--- src/verilog/lprs_pkg.sv ---
package lprs_pkg;
	// ========================================
	// register map (byte addresses)
	localparam logic [15:0] BREAK_STATUS_IDX = 16'hfe00;
	localparam logic [15:0] RESET_CAUSE_IDX = 16'hfe01;
	localparam logic [15:0] BREAK_FLAG_CTRL_IDX = 16'hfe03;
	localparam logic [17:0] BREAK_STATUS_ADDR = {BREAK_STATUS_IDX, 2'b00};
	localparam logic [17:0] RESET_CAUSE_ADDR = {RESET_CAUSE_IDX, 2'b00};
	localparam logic [17:0] BREAK_FLAG_CTRL_ADDR = {BREAK_FLAG_CTRL_IDX, 2'b00};
	localparam logic [17:0] LP_CTRL_ADDR = 18'h3f810;
	localparam logic [17:0] LP_STATUS_ADDR = 18'h3f814;
	localparam int ADDR_W = 18;
	// ========================================
	// field positions
	localparam int BES_WAIT_BIT = 1;
	localparam int RC_POR_BIT = 7;
	localparam int RC_PIN_BIT = 6;
	localparam int RC_WDOG_BIT = 5;
	localparam int RC_ILLEGAL_OPCODE_FLAG_BIT = 4;
	localparam int RC_ILLEGAL_ADDR_FLAG_BIT = 3;
	localparam int RC_MON_BIT = 2;
	localparam int RC_LVI_BIT = 1;
	localparam int BCE_BIT = 7;
	localparam int CFG_SSR_BIT = 0;
	localparam int CFG_WDD_BIT = 1;
	localparam logic [7:0] RC_POR_VALUE = 8'h80;
	localparam logic [7:0] BYTE_ZERO = 8'h00;
	localparam logic [7:0] VECTOR_BLANK = 8'hff;
	// ========================================
	// recovery timing in crystal clock cycles
	localparam int LONG_RECOVERY = 4096;
	localparam int SHORT_RECOVERY = 32;
	localparam int CRYSTAL_DIV = 2;
	typedef enum logic [1:0] {LPRS_RUN, LPRS_WAIT, LPRS_STOP, LPRS_RECOVER} lprs_state_e;
endpackage

--- src/verilog/lprs_recovery_counter.sv ---
`timescale 1ns/100ps
module lprs_recovery_counter #(
	parameter int LONG_CYCLES = lprs_pkg::LONG_RECOVERY,
	parameter int SHORT_CYCLES = lprs_pkg::SHORT_RECOVERY
) (
	input wire logic pclk,
	input wire logic presetn,
	input wire logic hold_clear,
	input wire logic tick,
	input wire logic short_sel,
	output logic done
);
	import lprs_pkg::*;
	localparam int CW = $clog2(LONG_CYCLES + 1);
	initial
	begin
		if (SHORT_CYCLES < 1 || LONG_CYCLES < SHORT_CYCLES)
			$error("recovery counts out of range");
	end
	logic [CW-1:0] count_reg;
	logic [CW-1:0] target;
	assign target = short_sel ? CW'(SHORT_CYCLES) : CW'(LONG_CYCLES);
	// ========================================
	// held clear until recovery, then counts crystal ticks
	always_ff @(posedge pclk or negedge presetn)
	begin
		if (!presetn)
			count_reg <= '0;
		else if (hold_clear)
			count_reg <= '0;
		else if (tick && count_reg < target)
			count_reg <= count_reg + CW'(1);
	end
	assign done = !hold_clear && count_reg >= target;
endmodule

--- src/verilog/lprs_ctrl.sv ---
// Register access over APB was left to the implementer.
`timescale 1ns/100ps
// Contract
// [RQ1] wait or stop execution clears the cpu interrupt mask bit
// [RQ2] wait mode gates cpu clock off, peripheral clock keeps running
// [RQ3] enabled interrupt in wait wakes cpu, stacking one cycle later
// [RQ4] reset or emulation break exits wait; break sets break-exited-wait flag
// [RQ5] watchdog stays enabled in wait when watchdog disable is zero
// [RQ6] stop entry clears recovery counter and gates both clock outputs
// [RQ7] interrupt exits stop; stacking only after full recovery time
// [RQ8] any reset forces exit from stop
// [RQ9] recovery is 4096 crystal cycles, or 32 when short recovery set
// [RQ10] recovery counter held clear from stop until recovery begins
// [RQ11] software should clear short recovery with external crystal
// [RQ12] break status reads one when break ended wait mode
// [RQ13] reading reset cause status clears all its flags
// [RQ14] power-on reset sets power-on flag and clears the others; code also sets flags of other resets in the same cycle
// [RQ15] other resets set only their own flag, others kept
// [RQ16] flags for pin, watchdog, illegal opcode, low voltage, illegal fetch
// [RQ17] monitor-entry flag set on blank reset vector without test voltage
// [RQ18] break-time flag clears allowed only while break clear enable set
// [RQ19] flags cleared in break stay cleared; two-step clears stay protected
// [RQ20] registers are eight bits; unimplemented bits read zero
module lprs_ctrl #(
	parameter int LONG_CYCLES = lprs_pkg::LONG_RECOVERY,
	parameter int SHORT_CYCLES = lprs_pkg::SHORT_RECOVERY,
	parameter int XTAL_DIV = lprs_pkg::CRYSTAL_DIV
) (
	input wire logic pclk,
	input wire logic presetn,
	input wire logic psel,
	input wire logic penable,
	input wire logic pwrite,
	input wire logic [lprs_pkg::ADDR_W-1:0] paddr,
	input wire logic [31:0] pwdata,
	output logic [31:0] prdata,
	output logic pready,
	output logic pslverr,
	input wire logic wait_exec,
	input wire logic stop_exec,
	input wire logic module_irq,
	input wire logic break_irq,
	input wire logic emulation_mode,
	input wire logic break_state,
	input wire logic por_event,
	input wire logic pin_reset_event,
	input wire logic watchdog_reset_event,
	input wire logic illegal_opcode_event,
	input wire logic illegal_fetch_event,
	input wire logic low_voltage_event,
	input wire logic monitor_entry_event,
	input wire logic [7:0] vector_high,
	input wire logic [7:0] vector_low,
	input wire logic irq_at_test_voltage,
	input wire logic flag_clear_request,
	output logic cpu_clock_en,
	output logic periph_clock_en,
	output logic core_clock_out,
	output logic crystal_clock_out,
	output logic clear_int_mask,
	output logic stack_start,
	output logic watchdog_enable,
	output logic flag_clear_allow
);
	import lprs_pkg::*;
	initial
	begin
		if (XTAL_DIV < 1)
			$error("crystal divider must be at least one");
	end
	// ========================================
	// apb decode
	logic wr_en;
	logic rd_en;
	logic hit;
	assign hit = paddr == BREAK_STATUS_ADDR || paddr == RESET_CAUSE_ADDR
		|| paddr == BREAK_FLAG_CTRL_ADDR || paddr == LP_CTRL_ADDR || paddr == LP_STATUS_ADDR;
	assign wr_en = psel && penable && pwrite;
	assign rd_en = psel && penable && !pwrite;
	assign pready = 1'b1;
	assign pslverr = psel && penable && !hit;
	// ========================================
	// state
	lprs_state_e state_reg;
	logic [7:0] reset_cause_reg;
	logic break_wait_reg;
	logic break_clear_en_reg;
	logic [1:0] config_reg;
	logic stack_reg;
	logic mask_clr_reg;
	logic rec_done;
	logic xtal_tick;
	logic [15:0] div_reg;
	logic any_reset;
	assign any_reset = por_event || pin_reset_event || watchdog_reset_event
		|| illegal_opcode_event || illegal_fetch_event || low_voltage_event || monitor_entry_event;
	// ========================================
	// crystal clock enable divider
	always_ff @(posedge pclk or negedge presetn)
	begin
		if (!presetn)
			div_reg <= '0;
		else if (div_reg >= 16'(XTAL_DIV - 1))
			div_reg <= '0;
		else
			div_reg <= div_reg + 16'h0001;
	end
	assign xtal_tick = div_reg == 16'h0000;
	lprs_recovery_counter #(
		.LONG_CYCLES(LONG_CYCLES),
		.SHORT_CYCLES(SHORT_CYCLES)
	) u_rec (
		.pclk(pclk),
		.presetn(presetn),
		.hold_clear(state_reg != LPRS_RECOVER), // [RQ10] [RQ6]
		.tick(xtal_tick),
		.short_sel(config_reg[CFG_SSR_BIT]), // [RQ9]
		.done(rec_done)
	);
	// ========================================
	// low-power sequencing
	always_ff @(posedge pclk or negedge presetn)
	begin
		if (!presetn)
			state_reg <= LPRS_RUN;
		else if (any_reset)
			state_reg <= LPRS_RUN; // [RQ8] [RQ4]
		else
		begin
			case (state_reg)
				LPRS_RUN:
					if (stop_exec)
						state_reg <= LPRS_STOP;
					else if (wait_exec)
						state_reg <= LPRS_WAIT;
				LPRS_WAIT:
					if (module_irq || (break_irq && emulation_mode))
						state_reg <= LPRS_RUN; // [RQ3] [RQ4]
				LPRS_STOP:
					if (module_irq)
						state_reg <= LPRS_RECOVER; // [RQ7]
				LPRS_RECOVER:
					if (rec_done)
						state_reg <= LPRS_RUN; // [RQ7] [RQ9]
				default:
					state_reg <= LPRS_RUN;
			endcase
		end
	end
	// stacking pulse in the first run cycle after interrupt wake from wait or end of recovery, one cycle after the exit condition
	always_ff @(posedge pclk or negedge presetn)
	begin
		if (!presetn)
			stack_reg <= 1'b0;
		else
			stack_reg <= !any_reset && ((state_reg == LPRS_WAIT && module_irq)
				|| (state_reg == LPRS_RECOVER && rec_done)); // [RQ3] [RQ7]
	end
	assign stack_start = stack_reg;
	always_ff @(posedge pclk or negedge presetn)
	begin
		if (!presetn)
			mask_clr_reg <= 1'b0;
		else
			mask_clr_reg <= state_reg == LPRS_RUN && (wait_exec || stop_exec); // [RQ1]
	end
	assign clear_int_mask = mask_clr_reg;
	assign cpu_clock_en = state_reg == LPRS_RUN; // [RQ2] [RQ6]
	assign periph_clock_en = state_reg == LPRS_RUN || state_reg == LPRS_WAIT; // [RQ2]
	assign core_clock_out = state_reg != LPRS_STOP && state_reg != LPRS_RECOVER; // [RQ6]
	assign crystal_clock_out = state_reg != LPRS_STOP; // [RQ6]
	assign watchdog_enable = !config_reg[CFG_WDD_BIT]; // [RQ5]
	// ========================================
	// break status flag
	always_ff @(posedge pclk or negedge presetn)
	begin
		if (!presetn)
			break_wait_reg <= 1'b0;
		else if (state_reg == LPRS_WAIT && break_irq && emulation_mode && !any_reset)
			break_wait_reg <= 1'b1; // [RQ4] [RQ12]
		else if (wr_en && paddr == BREAK_STATUS_ADDR && !pwdata[BES_WAIT_BIT])
			break_wait_reg <= 1'b0;
	end
	// ========================================
	// reset cause flags
	logic [7:0] cause_set;
	logic monitor_hit;
	assign monitor_hit = monitor_entry_event && vector_high == VECTOR_BLANK
		&& vector_low == VECTOR_BLANK && !irq_at_test_voltage; // [RQ17]
	always_comb
	begin
		cause_set = BYTE_ZERO;
		cause_set[RC_PIN_BIT] = pin_reset_event; // [RQ16]
		cause_set[RC_WDOG_BIT] = watchdog_reset_event;
		cause_set[RC_ILLEGAL_OPCODE_FLAG_BIT] = illegal_opcode_event;
		cause_set[RC_ILLEGAL_ADDR_FLAG_BIT] = illegal_fetch_event;
		cause_set[RC_LVI_BIT] = low_voltage_event;
		cause_set[RC_MON_BIT] = monitor_hit;
	end
	always_ff @(posedge pclk or negedge presetn)
	begin
		if (!presetn)
			reset_cause_reg <= RC_POR_VALUE;
		else if (por_event)
			reset_cause_reg <= RC_POR_VALUE | cause_set; // [RQ14]
		else if (rd_en && paddr == RESET_CAUSE_ADDR)
			reset_cause_reg <= cause_set; // [RQ13]
		else
			reset_cause_reg <= reset_cause_reg | cause_set; // [RQ15]
	end
	// ========================================
	// break clear enable and low-power configuration
	always_ff @(posedge pclk or negedge presetn)
	begin
		if (!presetn)
			break_clear_en_reg <= 1'b0;
		else if (wr_en && paddr == BREAK_FLAG_CTRL_ADDR)
			break_clear_en_reg <= pwdata[BCE_BIT];
	end
	always_ff @(posedge pclk or negedge presetn)
	begin
		if (!presetn)
			config_reg <= 2'b00;
		else if (wr_en && paddr == LP_CTRL_ADDR)
			config_reg <= pwdata[1:0]; // [RQ11]
	end
	// flag clears pass outside break, or in break with enable set
	assign flag_clear_allow = flag_clear_request
		&& (!break_state || break_clear_en_reg); // [RQ18] [RQ19]
	// ========================================
	// read data
	always_ff @(posedge pclk or negedge presetn)
	begin
		if (!presetn)
			prdata <= '0;
		else if (psel && !penable && !pwrite)
		begin
			prdata <= '0; // [RQ20]
			if (paddr == BREAK_STATUS_ADDR)
				prdata[BES_WAIT_BIT] <= break_wait_reg; // [RQ12]
			else if (paddr == RESET_CAUSE_ADDR)
				prdata[7:0] <= reset_cause_reg;
			else if (paddr == BREAK_FLAG_CTRL_ADDR)
				prdata[BCE_BIT] <= break_clear_en_reg;
			else if (paddr == LP_CTRL_ADDR)
				prdata[1:0] <= config_reg;
			else if (paddr == LP_STATUS_ADDR)
				prdata[1:0] <= state_reg;
		end
	end
endmodule

--- config.mk ---
export PLATFORM = sky130hd
export DESIGN_NAME = lprs_ctrl
export DESIGN_NICKNAME = d
export VERILOG_FILES = /design/src/verilog/lprs_pkg.sv /design/src/verilog/lprs_recovery_counter.sv /design/src/verilog/lprs_ctrl.sv
export SDC_FILE = /design/constraint.sdc
export NUM_CORES = 1
export LEC_CHECK = 0
export ABC_CLOCK_PERIOD_IN_PS = 2780
export BUFFER_PORTS_ARGS = -buffer_cell sky130_fd_sc_hd__clkbuf_2
export CAP_MARGIN = 20
export CORE_MARGIN = 2
export CORE_UTILIZATION = 28
export DETAILED_ROUTE_END_ITERATION = 6
export PLACE_DENSITY = 0.53
export REMOVE_ABC_BUFFERS = 1
export SLEW_MARGIN = 20
export SYNTH_ARGS = -nofsm -noshare
export SYNTH_HDL_FRONTEND = slang
export SYNTH_HIERARCHICAL = 1
export SYNTH_SLANG_ARGS = --single-unit
--- constraint.sdc ---
create_clock -name pclk -period 2.78 [get_ports pclk]
set_input_delay 0.417 -clock pclk [delete_from_list [all_inputs] [get_ports pclk]]
set_output_delay 0.417 -clock pclk [all_outputs]
set_load 0.02 [all_outputs]
**After elaboration in Yosys (flattened, before gate mapping)**

Index checks and enable logic that the tools add are counted.

- Output and inout port bits: 42
- Logic and storage cells: 112
- Bits in registers: 53
- Input bits: 86

- Order comparisons: 3
- Add/subtract/negate cells: 2
- Muxes and demuxes: 25
- Equal/unequal tests: 16
- Reductions and logical operators: 55
- Bitwise operators: 1

Operator list:

| operator | number |
|---|---|
| 18-bit equality test, second input constant | 5 |
| 13-bit two-way mux | 3 |
| 1-bit logical AND | 26 |
| 2-bit two-way mux | 10 |
| 16-bit by 1-bit adder with 16-bit output, second input constant | 1 |
| 8-bit equality test, second input constant | 2 |
| 16-bit by 1-bit >= comparator with 1-bit output, second input constant | 1 |
| 16-bit logical NOT | 1 |
| 16-bit two-way mux | 1 |
| 8-bit two-way mux | 2 |
| 1-bit logical OR | 15 |
| 13-bit by 1-bit adder with 13-bit output, second input constant | 1 |
| 13-bit >= comparator | 1 |
| 13-bit less-than comparator | 1 |
| 1-bit logical NOT | 9 |
| 3-bit inequality test, second input constant | 3 |
| 8-bit by 7-bit OR with 8-bit output | 1 |
| 2-bit one-hot mux with 4 select lines | 1 |
| 1-bit two-way mux | 6 |
| 6-bit two-way mux | 1 |
| 5-bit two-way mux | 1 |
| 2-bit equality test, second input constant | 2 |
| 2-bit inequality test, second input constant | 2 |
| 4-bit by 3-bit inequality test with 1-bit output, second input constant | 1 |
| other kinds (4) | 5 |

**Longest topological paths before layout**

- Word-level depth: 9
- Depth in mapped cells: 11
- Gate-level depth less buffers: 9

**By module**

Netlist, hierarchy kept.

Modules (own cells, without submodules):

| module | cells an instance | instances | area each (um^2) | sequential area each (um^2) |
|---|---|---|---|---|
| lprs_ctrl | 172 | 1 | 1961.9 | 977.2 |
| lprs_recovery_counter | 87 | 1 | 798.3 | 325.3 |

**Least setup slack after synthesis**

OpenSTA, ideal clock, no wires.

- Kind: register to register
- From: register u_rec.count_reg[11]
- To: register state_reg[0]
- Arrival time: 2198 ps
- Path slack: 488 ps
- Path buffers: 2
- Cell stages (with the launch flop): 10
- Clock period less this slack: 2292 ps
- Cells stage by stage: dfrtp_1 -> or4_1 -> o41a_1 -> buf_6 -> clkbuf_1 -> a41oi_1 -> a21oi_1 -> nand2_1 -> o21ai_0 -> a211oi_1

- Longest elaborated chain between the ends: 4

RTL lines:

| item | line | source |
|---|---|---|
| start: declaration | lprs_recovery_counter.sv:20 | `logic [CW-1:0] count_reg;` |
| start signal: assignment | lprs_recovery_counter.sv:32 | `count_reg <= count_reg + CW'(1);` |
| 13-bit >= comparator | lprs_recovery_counter.sv:34 | `assign done = !hold_clear && count_reg >= target;` |
| 1-bit logical AND | lprs_recovery_counter.sv:34 |  |
| via rec_done | lprs_ctrl.sv:91 | `logic rec_done;` |
| 3-bit inequality test (no line) | - |  |
| 4-bit AND reduction (no line) | - |  |
| end signal: assignment | lprs_ctrl.sv:125 | `state_reg <= LPRS_RUN;` |
| end signal: assignment | lprs_ctrl.sv:127 | `state_reg <= LPRS_RUN;` |
| end signal: assignment | lprs_ctrl.sv:133 | `state_reg <= LPRS_STOP;` |
| end: declaration | lprs_ctrl.sv:84 | `lprs_state_e state_reg;` |

The timed path passes the listed nets, and every way through them passes these cells.
A chain may end at the register's enable or synchronous reset.

**Worst setup path after layout**

- From: register u_rec.count_reg[11]
- To: register u_rec.count_reg[3]

- Longest elaborated chain between the ends: 3

RTL lines:

| item | line | source |
|---|---|---|
| 13-bit less-than comparator | lprs_recovery_counter.sv:31 | `else if (tick && count_reg < target)` |
| 1-bit logical AND | lprs_recovery_counter.sv:31 |  |
| 2-bit nonzero test (no line) | - |  |

No other way between the ends.

==> impl_metrics.yaml <==
outcome:
  status: "finished, final reports clean"
routing:
  dr_total_vias: 2185
  final_antenna_net_count: 0
  totalWireLength_um: 5840
  drc: 0
  wl_per_cell_um: 12.1
  firstDrtPassIters: 4
  drt_iter0_markers: 103
  via_per_inst: 4.54
cells_and_area:
  diodes: 0
  largest_reg_flops: 16
  post_layout_nonfiller_instances: 481
  post-route-util_pct: 34.2
  multi_input_area_um2: 1310
  layout_common_cells: "clkbuf_2 (72), dfrtp_1 (51), conb_1 (38)"
  fin_area_um2: 3310
  area_growth_pct: 20.0
  seqCellArea_um2: 1300
  drive_above_1_share_pct: 29.3
  nFillCells: 971
  nets: 440
  layout_commonest_cell: "clkbuf_2"
setup_path:
  start_kind: "flop"
  path_max_fanout: 12
  critPathKind: "flop to flop"
  worstPathArrival_ns: 2.62
  critPathRequiredTime_ns: 3.01
  end_kind: "flop"
hold_path:
  hold_class: "input pin to asynchronous set/reset pin"
logic_synthesis:
  ys_warn_count: 6
  synth_top_area_share_pct: 46.2
  synth_edf_count: 0
  ys_seq_elements: 52
  yosys-top-cells-area: "dfrtp_1 (46%), buf_4 (6.8%), ha_1 (3.2%)"
  synth.largest_area_cell: "dfrtp_1"
  synth_area_um2: 2760
  ys_types: 53
  synth_ff_type: "dfrtp_1"
  syn_avg_cell_area_um2: 10.7
  ys_seq_area_share_pct: 47.2
  synthArstFlopShare_pct: 100
  synthCells: 259
cts:
  cts_hold_buf: 0
  cts_buffers: 5
  insertion_delay_ns: 0.31
  path_clk_slew_ns: 0.10
  clock_sinks: 52
  cts-htree-levels: 2
  root_buffer: "clkbuf_8"
  cts_tree: "yes"
  cts.repair.resized: 0
  post_cts_buffers: 0
  cts_buffer_depth: 2
sta:
  worst_pin_slew_ns: 0.901
  holdWs_ns: 0.229
  rsz0062_at_grt: "no"
  setup_tns_ns: 0
  setup_viol: 0
  fmaxAchievable_ghz: 0.417
  finalWorstSetupSlack_ns: 0.383
  fin_crit_ns: 2.40
  fin_skew_ns: 0.0106
  drv_slew: 0
  slew_headroom_pct: 39.9
  hold_viol: 0
  post-route-period-util_pct: 86.2
grt:
  grt_pass1_vias: 2053
  grt_pass1_wl_um: 9250
  antenna_found_initial: 0
  globalRouteTotalUtil_pct: 11.0
  grt_overflow: 0
  grt_max_degree: 41
power_and_ir_drop:
  power_density_nw_per_um2: 409
  ir_drop_mv: 0.175
  leakage_nw: 1.53
  finalPower_mw: 1.36
place:
  placed_area_um2: 3220
  post-dp-hpwl_um: 4580
  placedCellCount: 473
  port-buffer-count: 73
  place_ws_ns: 0.378
  place_congestion: 0.824
floorplan:
  dieHeight_um: 103
  rows: 36
  start_util_pct: 28.5
  dieArea_um2: 10700
  ios: 128
  die_w_um: 103
  core-area_um2: 9680
flow_run:
  cap_violations: 0
critical path, cell delays in order (launching register included):
cell     delay, ns
dfrtp_1       0.42
or4_1         0.55
o41a_1        0.46
buf_4         0.23
or4_1         0.50
a21oi_1       0.15
report_power, final:
part           switching, mW  internal (mW)
sequential           0.00595          0.771
clock                  0.263          0.179
combinational         0.0874         0.0487
total                  0.356          0.999
layer usage:
metal  track usage, %  up-vias  wire [µm]
li1                 -     1066          -
met1             13.4     1047       2690
met2             19.6       68       2790
met3             2.42        4        312
met4             3.34        0         45
met5                0        -          0
cell usage after synthesis, types with 3 or more instances:
master,instances
a21o_1,7
a21oi_1,15
a22o_1,5
and3_1,3
buf_4,25
clkbuf_1,4
dfrtp_1,51
ha_1,7
inv_1,15
mux2_2,3
nand2_1,17
nand2b_1,3
nand3_1,6
nand4_1,8
nor2_1,9
nor3_1,3
nor4_1,4
nor4_4,3
o21ai_0,9
o31ai_1,10
or3_1,5
or4_1,11
cell type report:
type | count | area share [%]
Clock buffer | 5 | 2.08
Sequential cell | 52 | 39.3
Timing Repair Buffer | 76 | 11.7
Inverter | 15 | 1.70
Clock inverter | 3 | 0.642
Tap cell | 133 | 5.02
Multi-Input combinational cell | 197 | 39.5
worst paths after layout:
kind / from / to / slack (ns) / cells past startpoint
setup reg to reg: u_rec/count_reg[11]$_DFFE_PN0P_ / u_rec/count_reg[3]$_DFFE_PN0P_ / 0.38 / 5
min in group pclk: watchdog_reset_event / reset_cause_reg[5]$_DFF_PN0_ / 0.31 / 2
setup / recovery: u_rec/count_reg[11]$_DFFE_PN0P_ / u_rec/count_reg[3]$_DFFE_PN0P_ / 0.38 / 5
hold reg to reg: reset_cause_reg[6]$_DFF_PN0_ / reset_cause_reg[6]$_DFF_PN0_ / 0.49 / 1
hold / removal: presetn / prdata[4]$_DFFE_PN0P_ / 0.23 / 1
max in group asynchronous: presetn / div_reg[15]$_DFF_PN0_ / 1.89 / 2
cell families after synthesis:
family	share of synthesized area, %
compound gates	13.4
xor+xnor	0.317
fa+ha+maj	3.17
buf+inv	10.3
flops	47.2
mux	3.31
other cells	0.272
simple gates	22.0
No activity file was read; power rests on OpenSTA's default activity.
